[src/hw/tcc_consts.svh]
`ifndef TCC_CONSTS_SVH
`define TCC_CONSTS_SVH

// register addresses
`define TCC_ADDR_STATUS   16'h0020
`define TCC_ADDR_CNT_HI   16'h0022
`define TCC_ADDR_CNT_LO   16'h0023
`define TCC_ADDR_MOD_HI   16'h0024
`define TCC_ADDR_MOD_LO   16'h0025
`define TCC_ADDR_CH0      16'h0026
`define TCC_CH_STRIDE     16'h0003
`define TCC_NUM_CH        6

// status/control field positions
`define TCC_BIT_OVF       7
`define TCC_BIT_OVF_IE    6
`define TCC_BIT_HALT      5
`define TCC_BIT_CNT_RST   4
`define TCC_PSC_MSB       2
`define TCC_PSC_LSB       0

// channel status field positions
`define TCC_BIT_CH_FLAG   7
`define TCC_BIT_CH_IE     6

// reset values
`define TCC_RST_HALT      1'b1
`define TCC_RST_PSC       3'h0
`define TCC_RST_MOD       16'hffff
`define TCC_RST_CNT       16'h0000

// prescaler width
`define TCC_PSC_W         6

`endif

[src/hw/tcc_pkg.sv]
`default_nettype none

package tcc_pkg;

    typedef enum logic [2:0] {
        TCC_DIV1  = 3'h0,
        TCC_DIV2  = 3'h1,
        TCC_DIV4  = 3'h2,
        TCC_DIV8  = 3'h3,
        TCC_DIV16 = 3'h4,
        TCC_DIV32 = 3'h5,
        TCC_DIV64 = 3'h6,
        TCC_EXT   = 3'h7
    } tcc_clk_src_e;

    typedef logic [15:0] tcc_cnt_t;

endpackage : tcc_pkg

`default_nettype wire

[src/hw/tcc_core.sv]
// Behaviour
// overflow flag set on modulo rollover to zero
// overflow request when flag and enable set
// channel flag on event; request gated by enable
// counts in wait; requests wake processor
// no register access during wait mode
// stop mode freezes everything, state kept
// counter frozen during break
// break clears status only when enabled
// armed clear held through break, completes after
// code 111 clocks from external pin input
// codes 000-110 divide bus clock 1..64
// overflow flag read-then-write-0 clear sequence
// halt bit stops counter; reset sets it
// halt suppresses input captures
// counter reset bit clears counter, prescaler
// halt plus counter reset stops at zero
// high read latches low byte once
// latched low byte survives break end
// software keeps counter running before wait
// counter bytes read-only, cleared by resets
// counter restarts at zero after modulo
// modulo high write suppresses overflow until low
// modulo resets to all ones
// counter increments on each timer tick
`include "tcc_consts.svh"
`timescale 1ns/1ps
`default_nettype none

module tcc_core (
    // clock and reset
    input  wire logic        clk,
    input  wire logic        rst_n,
    input  wire logic        ce,
    // cpu register bus
    input  wire logic [15:0] bus_addr,
    input  wire logic        bus_rd,
    input  wire logic        bus_wr,
    input  wire logic [7:0]  bus_wdata,
    output logic      [7:0]  bus_rdata,
    // system mode inputs
    input  wire logic        wait_mode,
    input  wire logic        stop_mode,
    input  wire logic        break_active,
    input  wire logic        break_clear_enable,
    // external timer clock pin
    input  wire logic        external_timer_clock_pin,
    output logic             ext_pin_force_input,
    // channel events
    input  wire logic [5:0]  ch_is_capture,
    input  wire logic [5:0]  ch_capture_evt,
    input  wire logic [5:0]  ch_compare_evt,
    // counter value to channels
    output logic      [15:0] count_value,
    // interrupt requests
    output logic             ovf_irq,
    output logic      [5:0]  ch_irq,
    output logic             wake_req
);

    function automatic logic [`TCC_PSC_W-1:0] psc_mask(input logic [2:0] sel);
        psc_mask = `TCC_PSC_W'((7'h01 << sel) - 7'h01);
    endfunction : psc_mask
    function automatic logic [15:0] ch_addr(input int idx);
        ch_addr = 16'(`TCC_ADDR_CH0 + `TCC_CH_STRIDE * idx);
    endfunction : ch_addr
    logic                  run;
    logic                  acc_ok;
    logic                  brk_lock;
    logic                  rd_stat;
    logic                  wr_stat;
    logic                  rd_cnt_hi;
    logic                  rd_cnt_lo;
    logic                  wr_mod_hi;
    logic                  wr_mod_lo;
    logic                  cnt_rst_wr;
    logic                  tick;
    logic                  cnt_go;
    logic                  ovf_evt;
    logic [5:0]            rd_ch;
    logic [5:0]            wr_ch;
    logic [5:0]            ch_evt;
    logic [7:0]            nxt_rdata;
    logic                  ovf_flag_ff;
    logic                  ovf_arm_ff;
    logic                  ovf_ie_ff;
    logic                  halt_ff;
    tcc_pkg::tcc_clk_src_e psc_sel_ff;
    logic [`TCC_PSC_W-1:0] psc_ff;
    tcc_pkg::tcc_cnt_t     cnt_ff;
    tcc_pkg::tcc_cnt_t     mod_ff;
    logic                  mod_hi_pend_ff;
    logic [7:0]            lo_latch_ff;
    logic                  lo_held_ff;
    logic [5:0]            ch_flag_ff;
    logic [5:0]            ch_arm_ff;
    logic [5:0]            ch_ie_ff;
    logic                  ext_s1_ff;
    logic                  ext_s2_ff;
    logic                  ext_s3_ff;
    logic [7:0]            rdata_ff;
    // global qualifiers
    assign run      = ce & ~stop_mode;
    assign acc_ok   = run & ~wait_mode;
    assign brk_lock = break_active & ~break_clear_enable;
    // address decode
    assign rd_stat    = acc_ok & bus_rd & (bus_addr == `TCC_ADDR_STATUS);
    assign wr_stat    = acc_ok & bus_wr & (bus_addr == `TCC_ADDR_STATUS);
    assign rd_cnt_hi  = acc_ok & bus_rd & (bus_addr == `TCC_ADDR_CNT_HI);
    assign rd_cnt_lo  = acc_ok & bus_rd & (bus_addr == `TCC_ADDR_CNT_LO);
    assign wr_mod_hi  = acc_ok & bus_wr & (bus_addr == `TCC_ADDR_MOD_HI);
    assign wr_mod_lo  = acc_ok & bus_wr & (bus_addr == `TCC_ADDR_MOD_LO);
    assign cnt_rst_wr = wr_stat & bus_wdata[`TCC_BIT_CNT_RST];

    always_comb begin
        for (int i = 0; i < `TCC_NUM_CH; i++) begin
            rd_ch[i] = acc_ok & bus_rd & (bus_addr == ch_addr(i));
            wr_ch[i] = acc_ok & bus_wr & (bus_addr == ch_addr(i));
        end
    end

    // external clock pin synchroniser and edge detect
    always_ff @(posedge clk or negedge rst_n) begin
        if (!rst_n) begin
            ext_s1_ff <= 1'b0;
            ext_s2_ff <= 1'b0;
            ext_s3_ff <= 1'b0;
        end else if (run) begin
            ext_s1_ff <= external_timer_clock_pin;
            ext_s2_ff <= ext_s1_ff;
            ext_s3_ff <= ext_s2_ff;
        end
    end
    // pin is an input whenever it clocks the counter
    assign ext_pin_force_input = (psc_sel_ff == tcc_pkg::TCC_EXT);

    // prescaler, cleared with the counter
    always_ff @(posedge clk or negedge rst_n) begin
        if (!rst_n) begin
            psc_ff <= '0;
        end else if (run) begin
            if (cnt_rst_wr) begin
                psc_ff <= '0;
            end else if (!halt_ff && !break_active) begin
                psc_ff <= psc_ff + `TCC_PSC_W'(1);
            end
        end
    end

    // timer tick from the selected source
    always_comb begin
        if (psc_sel_ff == tcc_pkg::TCC_EXT) begin
            tick = ext_s2_ff & ~ext_s3_ff;
        end else begin
            tick = (psc_ff & psc_mask(psc_sel_ff)) == psc_mask(psc_sel_ff);
        end
    end

    assign cnt_go  = run & ~halt_ff & ~break_active & ~cnt_rst_wr & tick;
    assign ovf_evt = cnt_go & (cnt_ff == mod_ff) & ~mod_hi_pend_ff;
    // counter
    always_ff @(posedge clk or negedge rst_n) begin
        if (!rst_n) begin
            cnt_ff <= `TCC_RST_CNT;
        end else if (run) begin
            if (cnt_rst_wr) begin
                cnt_ff <= `TCC_RST_CNT;
            end else if (cnt_go) begin
                if (cnt_ff == mod_ff) begin
                    cnt_ff <= `TCC_RST_CNT;
                end else begin
                    cnt_ff <= cnt_ff + 16'h0001;
                end
            end
        end
    end
    assign count_value = cnt_ff;

    // control fields of the status register
    always_ff @(posedge clk or negedge rst_n) begin
        if (!rst_n) begin
            ovf_ie_ff  <= 1'b0;
            halt_ff    <= `TCC_RST_HALT;
            psc_sel_ff <= tcc_pkg::tcc_clk_src_e'(`TCC_RST_PSC);
        end else if (wr_stat) begin
            ovf_ie_ff  <= bus_wdata[`TCC_BIT_OVF_IE];
            halt_ff    <= bus_wdata[`TCC_BIT_HALT];
            psc_sel_ff <= tcc_pkg::tcc_clk_src_e'(bus_wdata[`TCC_PSC_MSB:`TCC_PSC_LSB]);
        end
    end

    // overflow flag with two-step clear
    always_ff @(posedge clk or negedge rst_n) begin
        if (!rst_n) begin
            ovf_arm_ff <= 1'b0;
        end else if (run) begin
            if (ovf_evt) begin
                ovf_arm_ff <= 1'b0;
            end else if (brk_lock) begin
                ovf_arm_ff <= ovf_arm_ff;
            end else if (rd_stat && ovf_flag_ff) begin
                ovf_arm_ff <= 1'b1;
            end else if (wr_stat) begin
                ovf_arm_ff <= 1'b0;
            end
        end
    end

    always_ff @(posedge clk or negedge rst_n) begin
        if (!rst_n) begin
            ovf_flag_ff <= 1'b0;
        end else if (run) begin
            if (ovf_evt) begin
                ovf_flag_ff <= 1'b1;
            end else if (wr_stat && !bus_wdata[`TCC_BIT_OVF] && ovf_arm_ff && !brk_lock) begin
                ovf_flag_ff <= 1'b0;
            end
        end
    end

    // modulo value
    always_ff @(posedge clk or negedge rst_n) begin
        if (!rst_n) begin
            mod_ff         <= `TCC_RST_MOD;
            mod_hi_pend_ff <= 1'b0;
        end else begin
            if (wr_mod_hi) begin
                mod_ff[15:8]   <= bus_wdata;
                mod_hi_pend_ff <= 1'b1;
            end else if (wr_mod_lo) begin
                mod_ff[7:0]    <= bus_wdata;
                mod_hi_pend_ff <= 1'b0;
            end
        end
    end

    // low-byte holding buffer
    always_ff @(posedge clk or negedge rst_n) begin
        if (!rst_n) begin
            lo_latch_ff <= 8'h00;
            lo_held_ff  <= 1'b0;
        end else begin
            if (rd_cnt_lo) begin
                lo_held_ff <= 1'b0;
            end else if (rd_cnt_hi && !lo_held_ff) begin
                lo_latch_ff <= cnt_ff[7:0];
                lo_held_ff  <= 1'b1;
            end
        end
    end

    // channel events; captures blocked while halted
    always_comb begin
        for (int i = 0; i < `TCC_NUM_CH; i++) begin
            ch_evt[i] = run & ((ch_is_capture[i] & ch_capture_evt[i] & ~halt_ff)
                      | (~ch_is_capture[i] & ch_compare_evt[i]));
        end
    end

    // channel enables
    always_ff @(posedge clk or negedge rst_n) begin
        if (!rst_n) begin
            ch_ie_ff <= 6'h00;
        end else begin
            for (int i = 0; i < `TCC_NUM_CH; i++) begin
                if (wr_ch[i]) begin
                    ch_ie_ff[i] <= bus_wdata[`TCC_BIT_CH_IE];
                end
            end
        end
    end

    // channel flags with two-step clear
    always_ff @(posedge clk or negedge rst_n) begin
        if (!rst_n) begin
            ch_flag_ff <= 6'h00;
            ch_arm_ff  <= 6'h00;
        end else if (run) begin
            for (int i = 0; i < `TCC_NUM_CH; i++) begin
                if (ch_evt[i]) begin
                    ch_flag_ff[i] <= 1'b1;
                    ch_arm_ff[i]  <= 1'b0;
                end else if (!brk_lock) begin
                    if (rd_ch[i] && ch_flag_ff[i]) begin
                        ch_arm_ff[i] <= 1'b1;
                    end else if (wr_ch[i]) begin
                        ch_arm_ff[i] <= 1'b0;
                        if (!bus_wdata[`TCC_BIT_CH_FLAG] && ch_arm_ff[i]) begin
                            ch_flag_ff[i] <= 1'b0;
                        end
                    end
                end
            end
        end
    end

    // read data mux; unmapped addresses read zero
    always_comb begin
        nxt_rdata = 8'h00;
        if (bus_addr == `TCC_ADDR_STATUS) begin
            nxt_rdata[`TCC_BIT_OVF]    = ovf_flag_ff;
            nxt_rdata[`TCC_BIT_OVF_IE] = ovf_ie_ff;
            nxt_rdata[`TCC_BIT_HALT]   = halt_ff;               // counter reset reads 0
            nxt_rdata[`TCC_PSC_MSB:`TCC_PSC_LSB] = psc_sel_ff;
        end else if (bus_addr == `TCC_ADDR_CNT_HI) begin
            nxt_rdata = cnt_ff[15:8];
        end else if (bus_addr == `TCC_ADDR_CNT_LO) begin
            nxt_rdata = lo_held_ff ? lo_latch_ff : cnt_ff[7:0];
        end else if (bus_addr == `TCC_ADDR_MOD_HI) begin
            nxt_rdata = mod_ff[15:8];
        end else if (bus_addr == `TCC_ADDR_MOD_LO) begin
            nxt_rdata = mod_ff[7:0];
        end else begin
            for (int i = 0; i < `TCC_NUM_CH; i++) begin
                if (bus_addr == ch_addr(i)) begin
                    nxt_rdata[`TCC_BIT_CH_FLAG] = ch_flag_ff[i];
                    nxt_rdata[`TCC_BIT_CH_IE]   = ch_ie_ff[i];
                end
            end
        end
    end
    always_ff @(posedge clk or negedge rst_n) begin
        if (!rst_n) begin
            rdata_ff <= 8'h00;
        end else if (acc_ok && bus_rd) begin
            rdata_ff <= nxt_rdata;
        end
    end

    assign bus_rdata = rdata_ff;
    // interrupt requests and wake
    assign ovf_irq  = ovf_flag_ff & ovf_ie_ff;
    assign ch_irq   = ch_flag_ff & ch_ie_ff;
    assign wake_req = wait_mode & (ovf_irq | (|ch_irq));

endmodule : tcc_core

`default_nettype wire

[config.mk]
export PLATFORM = sky130hd
export DESIGN_NAME = tcc_core
export DESIGN_NICKNAME = d
export VERILOG_FILES = /design/src/hw/tcc_pkg.sv /design/src/hw/tcc_core.sv
export VERILOG_INCLUDE_DIRS = /design/src /design/src/hw
export SDC_FILE = /design/constraint.sdc
export NUM_CORES = 1
export LEC_CHECK = 0
export BUFFER_PORTS_ARGS = -buffer_cell sky130_fd_sc_hd__buf_2
export CORE_UTILIZATION = 35
export CTS_BUF_LIST = sky130_fd_sc_hd__clkbuf_4 sky130_fd_sc_hd__clkbuf_8 sky130_fd_sc_hd__clkbuf_16
export CTS_CLUSTER_SIZE = 28
export DETAILED_ROUTE_END_ITERATION = 8
export GPL_ROUTABILITY_DRIVEN = 0
export SLEW_MARGIN = 20
export SYNTH_ARGS = -nofsm -noshare
export SYNTH_HDL_FRONTEND = slang
export SYNTH_SLANG_ARGS = --single-unit
[constraint.sdc]
create_clock -name clk -period 4.05 [get_ports clk]
set_input_delay 0.81 -clock clk [delete_from_list [all_inputs] [get_ports clk]]
set_output_delay 0.81 -clock clk [all_outputs]
set_load 0.02 [all_outputs]
# Yosys cells after proc, flatten, opt, wreduce, memory -nomap -nowiden
# Index checks and enable logic that the tools add are counted.
# W data, S select, Z words.
# totals
ff_bits	84
input_bits	52
output_inout_bits	33
wordCells	299
# op_classes
n_addsub	3
n_eq_ne	27
n_shift	1
n_mux	85
bitwise_logic	82
n_reduce_logical	67
# ops
op	count
$eq A16 B6 Y1 const B	11
$mux W1	65
$and A1 B1 Y1	57
$mux W16	3
$reduce_bool A2 Y1	17
$mux W8	4
$reduce_and A5 Y1	6
$reduce_and A3 Y1	7
$reduce_bool A3 Y1	7
$logic_and A1 B1 Y1	19
$mux W6	3
$add A16 B1 Y16 const B	1
$eq A16 B16 Y1	1
$mux W2	8
$not A1 Y1	16
$ne A2 B1 Y1 const B	7
$and A6 B6 Y6	2
$ne A2 B2 Y1 const B	6
$reduce_and A2 Y1	5
$or A1 B1 Y1	7
$add A6 B1 Y6 const B	1
$eq A6 B6 Y1	1
$mux W3	2
$reduce_or A6 Y1	1
4 further kinds	8

# Depth between registers and ports, before layout
# Gate-level depths: netlist of run 1.
# logic_depth
ltp_word	13
ltp_mapped	8
mapped_depth_nobuf	6

# Least setup slack after synthesis of run 1
# OpenSTA, ideal clock, no wires.
# synth_timing
path_type	input to register
from	input stop_mode
to	register cnt_ff[13] (netlist: count_value[13])
setup_ns	0.122
arrival_time_ns	2.356
required_ns	3.928
path_slack_ns	1.572
cell_stages	8
path_buffers	3
path_cell_list	nand2b_4 -> buf_6 -> or3b_1 -> buf_6 -> nor4_4 -> buf_6 -> nor3_1 -> a32o_1
# synth_between
elab_chain_cells	11
word_cells_on_any_way	14
classes_between	mux: 1; bitwise: 11; reduce/logical: 2
# synth_rtl
item	line	source
from (decl)	tcc_core.sv:43	input wire logic stop_mode,
$not A1 Y1 *	tcc_core.sv:103	assign run = ce & ~stop_mode;
$and A1 B1 Y1 *	tcc_core.sv:103	
$and A1 B1 Y1	tcc_core.sv:104	assign acc_ok = run & ~wait_mode;
$and A1 B1 Y1 (2 in a row)	tcc_core.sv:108	assign wr_stat = acc_ok & bus_wr & (bus_addr == `TCC_ADDR_STATUS);
$and A1 B1 Y1	tcc_core.sv:113	assign cnt_rst_wr = wr_stat & bus_wdata[`TCC_BIT_CNT_RST];
$not A1 Y1	tcc_core.sv:159	assign cnt_go = run & ~halt_ff & ~break_active & ~cnt_rst_wr & tick;
$and A1 B1 Y1 (2 in a row)	tcc_core.sv:159	
$reduce_bool A2 Y1 (no line)	--	
$reduce_and A2 Y1 (no line)	--	
to (signal assigned)	tcc_core.sv:164	cnt_ff <= `TCC_RST_CNT;
to (signal assigned)	tcc_core.sv:167	cnt_ff <= `TCC_RST_CNT;
to (signal assigned)	tcc_core.sv:170	cnt_ff <= `TCC_RST_CNT;
to (decl)	tcc_core.sv:90	tcc_pkg::tcc_cnt_t cnt_ff;
# Every way passes the cells marked *; elsewhere a longest branch is shown, timed or not.
# A chain may end at the register's enable or synchronous reset.

# Worst setup path in the final report of run 1
# layout_timing
from	register ch_flag_ff[4]
to	output wake_req
# layout_between
elab_chain_cells	4
# layout_rtl
item	line	source
from (decl)	tcc_core.sv:95	logic [5:0] ch_flag_ff;
from (signal assigned)	tcc_core.sv:276	ch_flag_ff <= 6'h00;
from (signal, indexed assignment)	tcc_core.sv:281	ch_flag_ff[i] <= 1'b1;
from (signal, indexed assignment)	tcc_core.sv:289	ch_flag_ff[i] <= 1'b0;
$and A6 B6 Y6	tcc_core.sv:333	assign ch_irq = ch_flag_ff & ch_ie_ff;
$reduce_or A6 Y1	tcc_core.sv:334	assign wake_req = wait_mode & (ovf_irq | (|ch_irq));
$or A1 B1 Y1	tcc_core.sv:334	
$and A1 B1 Y1	tcc_core.sv:334	
to (decl)	tcc_core.sv:58	output logic wake_req
# No other way between the ends.

==> results of run 1 <==
layer usage:
layer | share of wire | wire length, µm
met5 | 0 | 0
met3 | 0.061 | 908
met4 | 0.025 | 374
met2 | 0.48 | 7113
met1 | 0.44 | 6511
placed cells by master, fill, tap and decap left out, drive strengths merged, types with 2 or more instances in the layout:
master / Yosys / layout
a21boi: 3 / 3
a21o: 5 / 5
a21oi: 21 / 21
a221o: 2 / 2
a221oi: 5 / 5
a22oi: 7 / 7
a31oi: 4 / 4
a32o: 11 / 11
and2: 11 / 11
and3: 5 / 5
and4: 2 / 2
buf: 11 / 92
bufinv: 0 / 2
clkbuf: 15 / 11
clkinvlp: 0 / 2
dfrtp: 67 / 67
dfstp: 17 / 17
ha: 2 / 2
inv: 15 / 16
mux2: 36 / 36
mux2i: 14 / 14
nand2: 58 / 58
nand2b: 6 / 6
nand3: 28 / 28
nand3b: 5 / 5
nand4: 12 / 12
nand4b: 3 / 3
nor2: 27 / 27
nor2b: 10 / 10
nor3: 19 / 19
nor3b: 6 / 6
nor4: 14 / 14
nor4b: 3 / 3
o21ai: 32 / 32
o22ai: 3 / 3
o31ai: 5 / 5
or4: 3 / 3
xnor2: 2 / 2
xor2: 19 / 19
worst max-delay path by stage:
stage	startpoint	cells after the start	endpoint
detailed placement	bus_addr[13]	6	count_value[4]
CTS	ch_flag_ff[4]	4	wake_req
finish	ch_flag_ff[4]	4	wake_req
global route	bus_addr[13]	6	count_value[6]
global placement	bus_addr[9]	6	count_value[7]
floorplan	stop_mode	8	count_value[13]
stage by stage:
stage	cells	area [µm²]	hold slack, ns
global placement	772	5694	0.4663
finish	788	6028	0.4721
floorplan	526	5116	0.4697
CTS	788	6025	0.4797
detailed placement	772	5694	0.4656
global route	788	6028	0.5192
worst max-delay path: stages (launching register included):
cell and delay, ns:
dfrtp_1 0.41, and2_1 0.19, or4_1 0.52, o41a_1 0.31
buf_2 0.16
power by group through the flow:
stage	Sequential (mW)	Clock, mW	Combinational [mW]
finish	0.904	0.909	0.208
global route	0.907	0.956	0.234
floorplan	0.910	0	0.122
CTS	0.903	0.923	0.209
detailed placement	0.918	0	0.208
global placement	0.915	0	0.197
final cells by class:
class | count | area share
inverters | 15 | 0.009340
well taps | 180 | 0.03736
clock inverters | 5 | 0.01391
multi-input cells | 401 | 0.4655
flip-flops and latches | 84 | 0.3522
clock buffers | 11 | 0.04089
repair buffers | 92 | 0.08074
sequential cells by signal, indices dropped and copies added (netlist names):
signal and flops:
bus_rdata 8, ch_arm_ff 6, ch_flag_ff 6, ch_ie_ff 6
count_value 16, ext_s1_ff 1, ext_s2_ff 1, ext_s3_ff 1
halt_ff 1, lo_held_ff 1, lo_latch_ff 8, mod_ff 16
mod_hi_pend_ff 1, ovf_arm_ff 1, ovf_flag_ff 1, ovf_ie_ff 1
psc_ff 6, psc_sel_ff 3
logic make-up (layout without fill, tap and decap cells):
group / after synthesis / count (layout) / synth area share
AND/OR/NAND/NOR: 218 / 218 / 0.2553
adder cells (fa/ha/maj): 2 / 2 / 0.004890
flip-flops: 84 / 84 / 0.4150
XOR/XNOR: 21 / 21 / 0.03595
AO/OA/AOI/OAI: 110 / 110 / 0.1458
buffers and inverters: 41 / 123 / 0.03644
multiplexers: 50 / 50 / 0.1066
==> key figures, run 1 <==
Global routing
  – GR Util met3: 0.04059
  – GRT busiest layer: met2
  – Number of global-route vias before repair: 4,502
  – Met2 usage: 0.3378
  – First-pass GRT wire length: 23,900 µm
  – Largest net degree at the start of global routing: 85
  – GRT Overall Usage: 0.2099
  – Antenna violations before repair: 0
  – GRT met1 Usage: 0.2769
  – GR Overflow Total: 0

Finish
  – Diode count: 0
  – Nets: 657
  – Layout cells sized above 1: 0.2993
  – Area delta synth->final: 17.83%
  – Register area: 2123 µm²
  – Multi-input logic area: 2806 µm²
  – Fillers: 1,414
  – Layout Utilization: 0.4277

Drt
  – Drc violations: 0
  – TritonRoute pass-1 iters: 5
  – Post-Route WL: 14,910 µm
  – Drt via density: 5.755
  – First DRT Iteration DRCs: 365
  – DR WL/cell: 18.92 µm
  – Post-route ant nets: 0
  – Via count: 4,535

Place
  – I/O Buffers: 84
  – Hpwl dp: 10,990 µm
  – Pre-CTS setup slack: 0.9579 ns

Clocking
  – Clock-pin slew on the worst setup and hold paths: 0.06 ns
  – CTS tree: yes
  – CTS buffer count: 9
  – Clk sink count: 84
  – Root buffer cell: clkbuf_16
  – Post-CTS Resized: 0
  – Bufs on Longest Clock Path: 2
  – Skew-Pair Late Insertion Delay: 0.35 ns
  – H-tree depth: 3
  – Setup Buffers After CTS: 0
  – CTS Hold Bufs: 0

Yosys
  – Async set-reset flop share out of synthesis: 1.000
  – Most frequent cell after synthesis: dfrtp_1
  – Post-Syn Area: 5116 µm²
  – Synth area leaders: dfrtp_1 (33%), dfstp_2 (8.7%), mux2_2 (7.0%), nand2_1 (4.3%), xor2_1 (3.3%)
  – Syn_nets: 580
  – Cell variety after synth: 69
  – Synth Flop Type: dfrtp_1
  – Cells after Synth: 526
  – Synth area leader: dfrtp_1
  – Synth top cells by count: dfrtp_1 (67), nand2_1 (58), mux2_2 (32)
  – EDFF count, synth: 0
  – Register area share after synthesis: 0.4150
  – Ys Warns: 0
  – Avg Inst Size Synth: 9.727 µm²
  – Area fraction of the dominant cell type after synthesis: 0.3277
  – Register bit total from synthesis: 84

Min path
  – Cells on Worst Hold Path: 2
  – Type of the worst min-delay path: flip-flop to flip-flop
  – Worst Hold End: bus_rdata[2]
  – Hold Startpoint: bus_rdata[2]

Worst setup path
  – Worst r2r path cells: 5
  – CP required: 3.24 ns
  – Worst r2r src: count_value[3]
  – Crit path arrival time: 1.93 ns
  – Worst Setup Start Kind: flip-flop
  – CP endpoint kind: output pin
  – Reg2reg setup slack: 1.38 ns
  – Max FO, Critical Path: 4
  – Crit Path Class: flip-flop to output pin
  – End of the worst register-to-register path: ovf_arm_ff

STA
  – Setup Skew: 0.009525 ns
  – Unrepaired setup endpoints after global routing: no
  – Final min period: 2.741 ns
  – Worst-Margin Slew: 1.032 ns
  – Relative slew slack: 0.3029
  – Final Max Tran Viols: 0
  – Final WS setup: 1.309 ns
  – Achievable Freq: 364.8 MHz
  – Final hold violation count: 0
  – Post-Route Setup TNS: 0 ns
  – Final Cycle Share: 0.6769
  – Final setup fails: 0

Pwr
  – P_sw: 497.7 µW
  – Switch share: 0.2462
  – Peak supply drop: 0.0002008 V
  – Total Power: 2.021 mW
  – Leak Pwr: 2.673 nW
  – Clock share of power: 0.450
  – Comb pwr share: 0.103
  – Internal: 1.523 mW
  – Pwr per Cell Area: 335.2 nW/µm²
  – Sequential power share: 0.447

Floorplan
  – Num rows: 43
  – Initial Utilization: 0.3630
  – # IOs: 85
  – Die area: 15,110 µm²
  – Chip width: 122.9 µm
  – DIE HEIGHT: 122.9 µm
  – Total core area: 14,100 µm²

Job
  – Max-Cap Viols: 0

Run status
  – Status: finished, final reports clean
Power figures use the tool's default switching activity.
==> run 2: changes to the inputs <==
--- a/config.mk
+++ b/config.mk
@@ -6,6 +6,7 @@
 export SDC_FILE = /design/constraint.sdc
 export NUM_CORES = 1
 export LEC_CHECK = 0
+export ABC_AREA = 1
 export BUFFER_PORTS_ARGS = -buffer_cell sky130_fd_sc_hd__buf_2
 export CORE_UTILIZATION = 35
 export CTS_BUF_LIST = sky130_fd_sc_hd__clkbuf_4 sky130_fd_sc_hd__clkbuf_8 sky130_fd_sc_hd__clkbuf_16
==> constraint.sdc (replaced) <==
create_clock -name clk -period 2.2 [get_ports clk]
set_input_delay 0.44 -clock clk [delete_from_list [all_inputs] [get_ports clk]]
set_output_delay 0.44 -clock clk [all_outputs]
set_load 0.02 [all_outputs]
==> key figures, run 2 <==
Clocking
  – CTS Hold Bufs: 0 (unchanged)
  – Clock-pin slew on the worst setup and hold paths: 0.06 ns (about the same)
  – Bufs on Longest Clock Path: 2 (unchanged)
  – Clk sink count: 84 (unchanged)
  – H-tree depth: 3 (unchanged)
  – CTS tree: yes
  – Post-CTS Resized: 0 (unchanged)
  – Setup Buffers After CTS: 0 (unchanged)
  – Root buffer cell: clkbuf_16
  – CTS buffer count: 9 (unchanged)
  – Skew-Pair Late Insertion Delay: 0.35 ns (about the same)

Place
  – I/O Buffers: 84 (unchanged)
  – Cell area after placement: 5978 µm² (+5.0%)
  – Pre-CTS setup slack: 0.1383 ns (-0.8196 ns)
  – Hpwl dp: 11,360 µm (+3.3%)

Yosys
  – Register area share after synthesis: 0.4019 (-0.01307)
  – Cell variety after synth: 47 (-32%)
  – Synth area leader: dfrtp_1
  – Cells after Synth: 728 (+38%)
  – Register bit total from synthesis: 84 (unchanged)
  – Synth area leaders: dfrtp_1 (32%), nand2_1 (14%), dfstp_2 (8.5%), inv_1 (6.5%), nand3_1 (5.8%)
  – Syn_nets: 782 (+35%)
  – Synth Flop Type: dfrtp_1
  – EDFF count, synth: 0 (unchanged)
  – Async set-reset flop share out of synthesis: 1.000 (unchanged)
  – Area fraction of the dominant cell type after synthesis: 0.3174 (-0.01032)
  – Most frequent cell after synthesis: nand2_1
  – Post-Syn Area: 5283 µm² (+3.3%)
  – Synth top cells by count: nand2_1 (198), inv_1 (91), nor2_1 (78)
  – Avg Inst Size Synth: 7.256 µm² (-25%)
  – Ys Warns: 0 (unchanged)

STA
  – Final Max Tran Viols: 0 (unchanged)
  – Final Cycle Share: 0.9217
  – Relative slew slack: 0.6805 (+0.3776)
  – Final setup fails: 0 (unchanged)
  – Post-Route Setup TNS: 0 ns (unchanged)
  – Achievable Freq: 493.2 MHz
  – Final WS setup: 0.1724 ns (-1.136 ns)
  – Unrepaired setup endpoints after global routing: no
  – Setup Skew: 0.01138 ns (+0.001852 ns)
  – Worst-Margin Slew: 0.4792 ns (-0.5523 ns)
  – Final hold violation count: 0 (unchanged)
  – Final min period: 2.028 ns

Drt
  – Drc violations: 12 (+12)
  – First DRT Iteration DRCs: 361 (-1.1%)
  – Post-route ant nets: 0 (unchanged)
  – Post-Route WL: 14,890 µm (about the same)
  – TritonRoute pass-1 iters: 7 (+2)
  – Drt via density: 5.025 (-13%)
  – Via count: 5,080 (+12%)
  – DR WL/cell: 14.73 µm (-22%)

Floorplan
  – Total core area: 14,640 µm² (+3.9%)
  – Initial Utilization: 0.3607 (-0.002219)
  – Num rows: 44 (+2.3%)
  – Chip width: 124.9 µm (+1.6%)
  – DIE HEIGHT: 124.9 µm (+1.6%)
  – # IOs: 85 (unchanged)
  – Die area: 15,590 µm² (+3.2%)

Finish
  – Most common cell after layout, fill and taps aside: nand2_1
  – Diode count: 0 (unchanged)
  – Nets: 876 (+33%)
  – Most frequent cells in the layout: nand2_1 (198), inv_1 (91), buf_2 (83)
  – Area delta synth->final: 19.35%
  – Layout cells sized above 1: 0.2044 (-0.09499)
  – Post-route cell area: 6305 µm² (+4.6%)
  – Fillers: 1,523 (+7.7%)

Pwr
  – Switch share: 0.2285 (-0.01771)
  – P_sw: 800.8 µW (+61%)
  – Clock share of power: 0.480 (+0.030)
  – Total Power: 3.504 mW (+73%)
  – Leak Pwr: 3.285 nW (+23%)
  – Sequential power share: 0.455 (+0.008)
  – Internal: 2.703 mW (+77%)
  – Pwr per Cell Area: 555.8 nW/µm² (+66%)
  – Comb pwr share: 0.065 (-0.038)
  – Peak supply drop: 0.0003741 V (+86%)

Global routing
  – Largest net degree at the start of global routing: 85 (unchanged)
  – GR Overflow Total: 0 (unchanged)
  – First-pass GRT wire length: 24,830 µm (+3.9%)
  – GRT Overall Usage: 0.2032 (-0.006688)
  – Antenna violations before repair: 0 (unchanged)
  – Number of global-route vias before repair: 4,859 (+7.9%)

Worst setup path
  – Crit path arrival time: 1.59 ns (-0.34 ns)
  – CP required: 1.76 ns (-1.48 ns)
  – Worst Setup Start Kind: flip-flop
  – Worst r2r path cells: 9 (+4)
  – Max FO, Critical Path: 3 (-1)
  – Crit Path Class: flip-flop to output pin
  – Worst r2r src: count_value[13]
  – CP endpoint kind: output pin
  – Reg2reg setup slack: 0.27 ns (-1.11 ns)
  – End of the worst register-to-register path: count_value[1]

Job
  – Max-Cap Viols: 0 (unchanged)

Min path
  – Type of the worst min-delay path: primary input to asynchronous set/reset pin

Run status
  – Status: finished with violations
  – Violated checks: design-rule violations
==> run 2: cells by family after synthesis <==
| kind of cell | count (synthesis) | synth area share |
|---|---|---|
| buffers and inverters | 116 | 0.09285 |
| AOI/OAI and AO/OA | 111 | 0.1196 |
| DFF | 84 | 0.4019 |
| muxes | 1 | 0.002132 |
| xor gates and xnor gates | 23 | 0.03813 |
| and+or+nand+nor | 391 | 0.3406 |
| adders and majority gates | 2 | 0.004736 |
==> run 2: per-layer routing <==
metal  track usage  part of all wire  vias to the layer above
li1              -                 -                     2555
met1        0.2887              0.50                     2401
met2        0.3156              0.45                      113
met3       0.03436             0.044                       11
met4       0.06026             0.012                        0
met5             0                 0                        -
==> run 2: how the worst max path moves through the flow <==
stage                              from             end  slack, ns  cells after the start
final                     ch_flag_ff[3]        wake_req       0.17                      5
after global routing      ch_flag_ff[3]        wake_req       0.09                      5
after CTS                 ch_flag_ff[2]        wake_req       0.15                      5
after detailed placement    bus_addr[7]  count_value[9]       0.14                     11
after global placement        stop_mode   ch_flag_ff[2]       0.15                     11
after floorplan                      ce  count_value[0]       0.40                     13
==> run 2: critical path, stage by stage, from the launching register on <==
cell	delay [ns]
dfrtp_1	0.40
nand2_1	0.09
inv_1	0.05
nor4_1	0.35
a41oi_1	0.16
buf_2	0.19
==> run 2: area by class of cell <==
type / instances / area (µm²) / area share
repair buffers: 103 / 590.6 / 0.09367
flip-flops and latches: 84 / 2123 / 0.3368
clock inverters: 4 / 72.57 / 0.01151
clock buffers: 12 / 254.0 / 0.04029
multi-input cells: 528 / 2669 / 0.4233
inverters: 96 / 365.4 / 0.05795
well taps: 184 / 230.2 / 0.03652
==> run 2: power by group through the flow <==
stage / sequential (mW) / combinational (mW) / clock, mW
2_1_floorplan: 1.62 / 0.104 / 0
3_3_place_gp: 1.62 / 0.232 / 0
3_5_place_dp: 1.62 / 0.233 / 0
4_1_cts: 1.59 / 0.234 / 1.71
5_1_grt: 1.60 / 0.263 / 1.77
6_report: 1.59 / 0.229 / 1.68
==> run 2: per-stage QoR <==
stage	hold slack [ns]	utilization	cells
final	0.1030	0.4305	1011
after global routing	0.1550	0.4305	1011
after floorplan	0.1444	-	728
after CTS	0.1437	0.4305	1011
after global placement	0.4595	0.4082	995
after detailed placement	0.4619	0.4082	995
==> run 3: changes to the inputs <==
--- a/config.mk
+++ b/config.mk
@@ -8,11 +8,14 @@
 export LEC_CHECK = 0
 export ABC_AREA = 1
 export BUFFER_PORTS_ARGS = -buffer_cell sky130_fd_sc_hd__buf_2
+export CELL_PAD_IN_SITES_DETAIL_PLACEMENT = 1
+export CELL_PAD_IN_SITES_GLOBAL_PLACEMENT = 1
 export CORE_UTILIZATION = 35
 export CTS_BUF_LIST = sky130_fd_sc_hd__clkbuf_4 sky130_fd_sc_hd__clkbuf_8 sky130_fd_sc_hd__clkbuf_16
 export CTS_CLUSTER_SIZE = 28
 export DETAILED_ROUTE_END_ITERATION = 8
 export GPL_ROUTABILITY_DRIVEN = 0
+export PLACE_DENSITY_LB_ADDON = 0.1
 export SLEW_MARGIN = 20
 export SYNTH_ARGS = -nofsm -noshare
 export SYNTH_HDL_FRONTEND = slang
==> key figures, run 3 (synthesis results as in run 2) <==
Run status
  – Status: finished with violations
  – Violated checks: design-rule violations

Clocking
  – Setup Buffers After CTS: 0 (unchanged)
  – Root buffer cell: clkbuf_16
  – Clock-pin slew on the worst setup and hold paths: 0.07 ns (about the same)
  – CTS tree: yes
  – Clk sink count: 84 (unchanged)
  – CTS buffer count: 9 (unchanged)
  – H-tree depth: 3 (unchanged)
  – Bufs on Longest Clock Path: 2 (unchanged)
  – Skew-Pair Late Insertion Delay: 0.35 ns (about the same)

Drt
  – DR WL/cell: 17.40 µm (+18%)
  – Met3 routed WL: 675 µm (+3.2%)
  – Post-Route WL: 17,700 µm (+19%)
  – Drc violations: 2 (-10)
  – First DRT Iteration DRCs: 277 (-23%)
  – WL met1: 8345 µm (+12%)
  – Via count: 5,164 (+1.7%)
  – Met2 WL post-DR: 8443 µm (+27%)
  – Drt via density: 5.078 (+1.1%)
  – TritonRoute pass-1 iters: 6 (-1)
  – Uppermost layer routed: met4
  – Post-route ant nets: 0 (unchanged)

Pwr
  – Clock share of power: 0.459 (-0.021)
  – Peak supply drop: 0.0003815 V (+2.0%)
  – Leak Pwr: 3.308 nW (+0.70%)
  – P_sw: 879.9 µW (+9.9%)
  – Internal: 2.517 mW (-6.9%)
  – Pwr per Cell Area: 535.7 nW/µm² (-3.6%)
  – Sequential power share: 0.470 (+0.015)
  – Switch share: 0.2590 (+0.03048)
  – Comb pwr share: 0.071 (+0.006)

Worst setup path
  – CP endpoint kind: output pin
  – Crit Path Class: flip-flop to output pin
  – Max FO, Critical Path: 3 (unchanged)
  – Crit path arrival time: 1.64 ns (+0.05 ns)
  – Worst Setup Start Kind: flip-flop
  – CP required: 1.76 ns (about the same)

STA
  – Final Max Tran Viols: 0 (unchanged)
  – Final min period: 2.075 ns (+0.04766 ns)
  – Final Cycle Share: 0.9433 (+0.02166)
  – Setup Skew: 0.01158 ns (+0.0002058 ns)
  – Worst-Margin Slew: 0.4416 ns (-0.03767 ns)
  – Final setup fails: 0 (unchanged)
  – Final hold violation count: 0 (unchanged)
  – Relative slew slack: 0.7049 (+0.02442)
  – Unrepaired setup endpoints after global routing: no
  – Post-Route Setup TNS: 0 ns (unchanged)
  – Achievable Freq: 481.9 MHz (-2.3%)
  – Final WS setup: 0.1247 ns (-0.04766 ns)

Global routing
  – GRT Overall Usage: 0.2420 (+0.03877)
  – Antenna violations before repair: 0 (unchanged)
  – Largest net degree at the start of global routing: 33 (-61%)
  – First-pass GRT wire length: 29,330 µm (+18%)
  – Number of global-route vias before repair: 5,459 (+12%)
  – GR Overflow Total: 0 (unchanged)

Floorplan
  – Total core area: 14,640 µm² (unchanged)
  – Die area: 15,590 µm² (unchanged)
  – Initial Utilization: 0.3607 (unchanged)
  – Num rows: 44 (unchanged)
  – Chip width: 124.9 µm (unchanged)
  – # IOs: 85 (unchanged)
  – DIE HEIGHT: 124.9 µm (unchanged)

Finish
  – Nets: 882 (+0.68%)
  – Layout cells sized above 1: 0.2101 (+0.005731)
  – Diode count: 0 (unchanged)
  – Area delta synth->final: 20.04%
  – Most common cell after layout, fill and taps aside: nand2_1
  – Most frequent cells in the layout: nand2_1 (198), inv_1 (91), buf_2 (83)
  – Layout Utilization: 0.4330 (+0.002477)

Min path
  – Type of the worst min-delay path: primary input to flip-flop

Place
  – Pre-CTS setup slack: 0.01324 ns (-0.1251 ns)
  – Hpwl dp: 14,110 µm (+24%)
  – I/O Buffers: 84 (unchanged)

Job
  – Max-Cap Viols: 0 (unchanged)
==> run 3: area by class of cell <==
cell class | count | area (µm²)
fillers | 1868 | 8303
clock buffers | 11 | 257.7
well taps | 184 | 230.2
multi-input cells | 528 | 2684
repair buffers | 109 | 638.1
flip-flops and latches | 84 | 2123
inverters | 96 | 365.4
clock inverters | 5 | 42.54
==> run 3: timing repair <==
| item | CTS | global route |
|---|---|---|
| setup endpoints to repair | 1 | 1 |
| hold buffers | 1 | 0 |
| gates resized for setup | 1 | 1 |
| gates cloned | 0 | 0 |
| hold endpoints to repair | 2 | 0 |
==> run 3: worst paths after layout <==
path / start / end / slack (ns) / cells after the start
max: ch_flag_ff[3] / wake_req / 0.12 / 6
min: external_timer_clock_pin / ext_s1_ff / 0.31 / 3
max reg2reg: count_value[13] / count_value[12] / 0.28 / 9
min reg2reg: bus_rdata[2] / bus_rdata[2] / 0.48 / 2
max in group asynchronous: rst_n / ch_ie_ff[0] / 1.05 / 3
min in group asynchronous: rst_n / lo_latch_ff[5] / 0.54 / 2
==> run 3: layer usage <==
layer,up-vias,global-route usage
met5,-,0
met4,0,0.07030
met3,17,0.02663
met2,97,0.3995
met1,2497,0.3339
li1,2553,-
==> run 3: critical path, stage by stage (launching register included) <==
cell and delay, ns:
dfrtp_1 0.41, nand2_1 0.08, inv_1 0.07, nor4_4 0.31, buf_4 0.16, a41oi_1 0.08, buf_2 0.17
==> run 3: metrics by stage <==
stage          total power [mW]  cells  cell area [µm²]  hold slack [ns]
2_1_floorplan             1.723    728             5283           0.1444
3_3_place_gp              1.856   1000             6016           0.3704
3_5_place_dp              1.868   1000             6016           0.3758
4_1_cts                   3.439   1017             6332           0.2975
5_1_grt                   3.525   1017             6341           0.3398
6_report                  3.397   1017             6341           0.3057
==> run 3: power groups by stage <==
stage	sequential [mW]	clock, mW	combinational, mW
3_5_place_dp	1.62	0	0.243
6_report	1.60	1.56	0.240
4_1_cts	1.60	1.60	0.245
2_1_floorplan	1.62	0	0.104
5_1_grt	1.60	1.65	0.272
3_3_place_gp	1.62	0	0.233
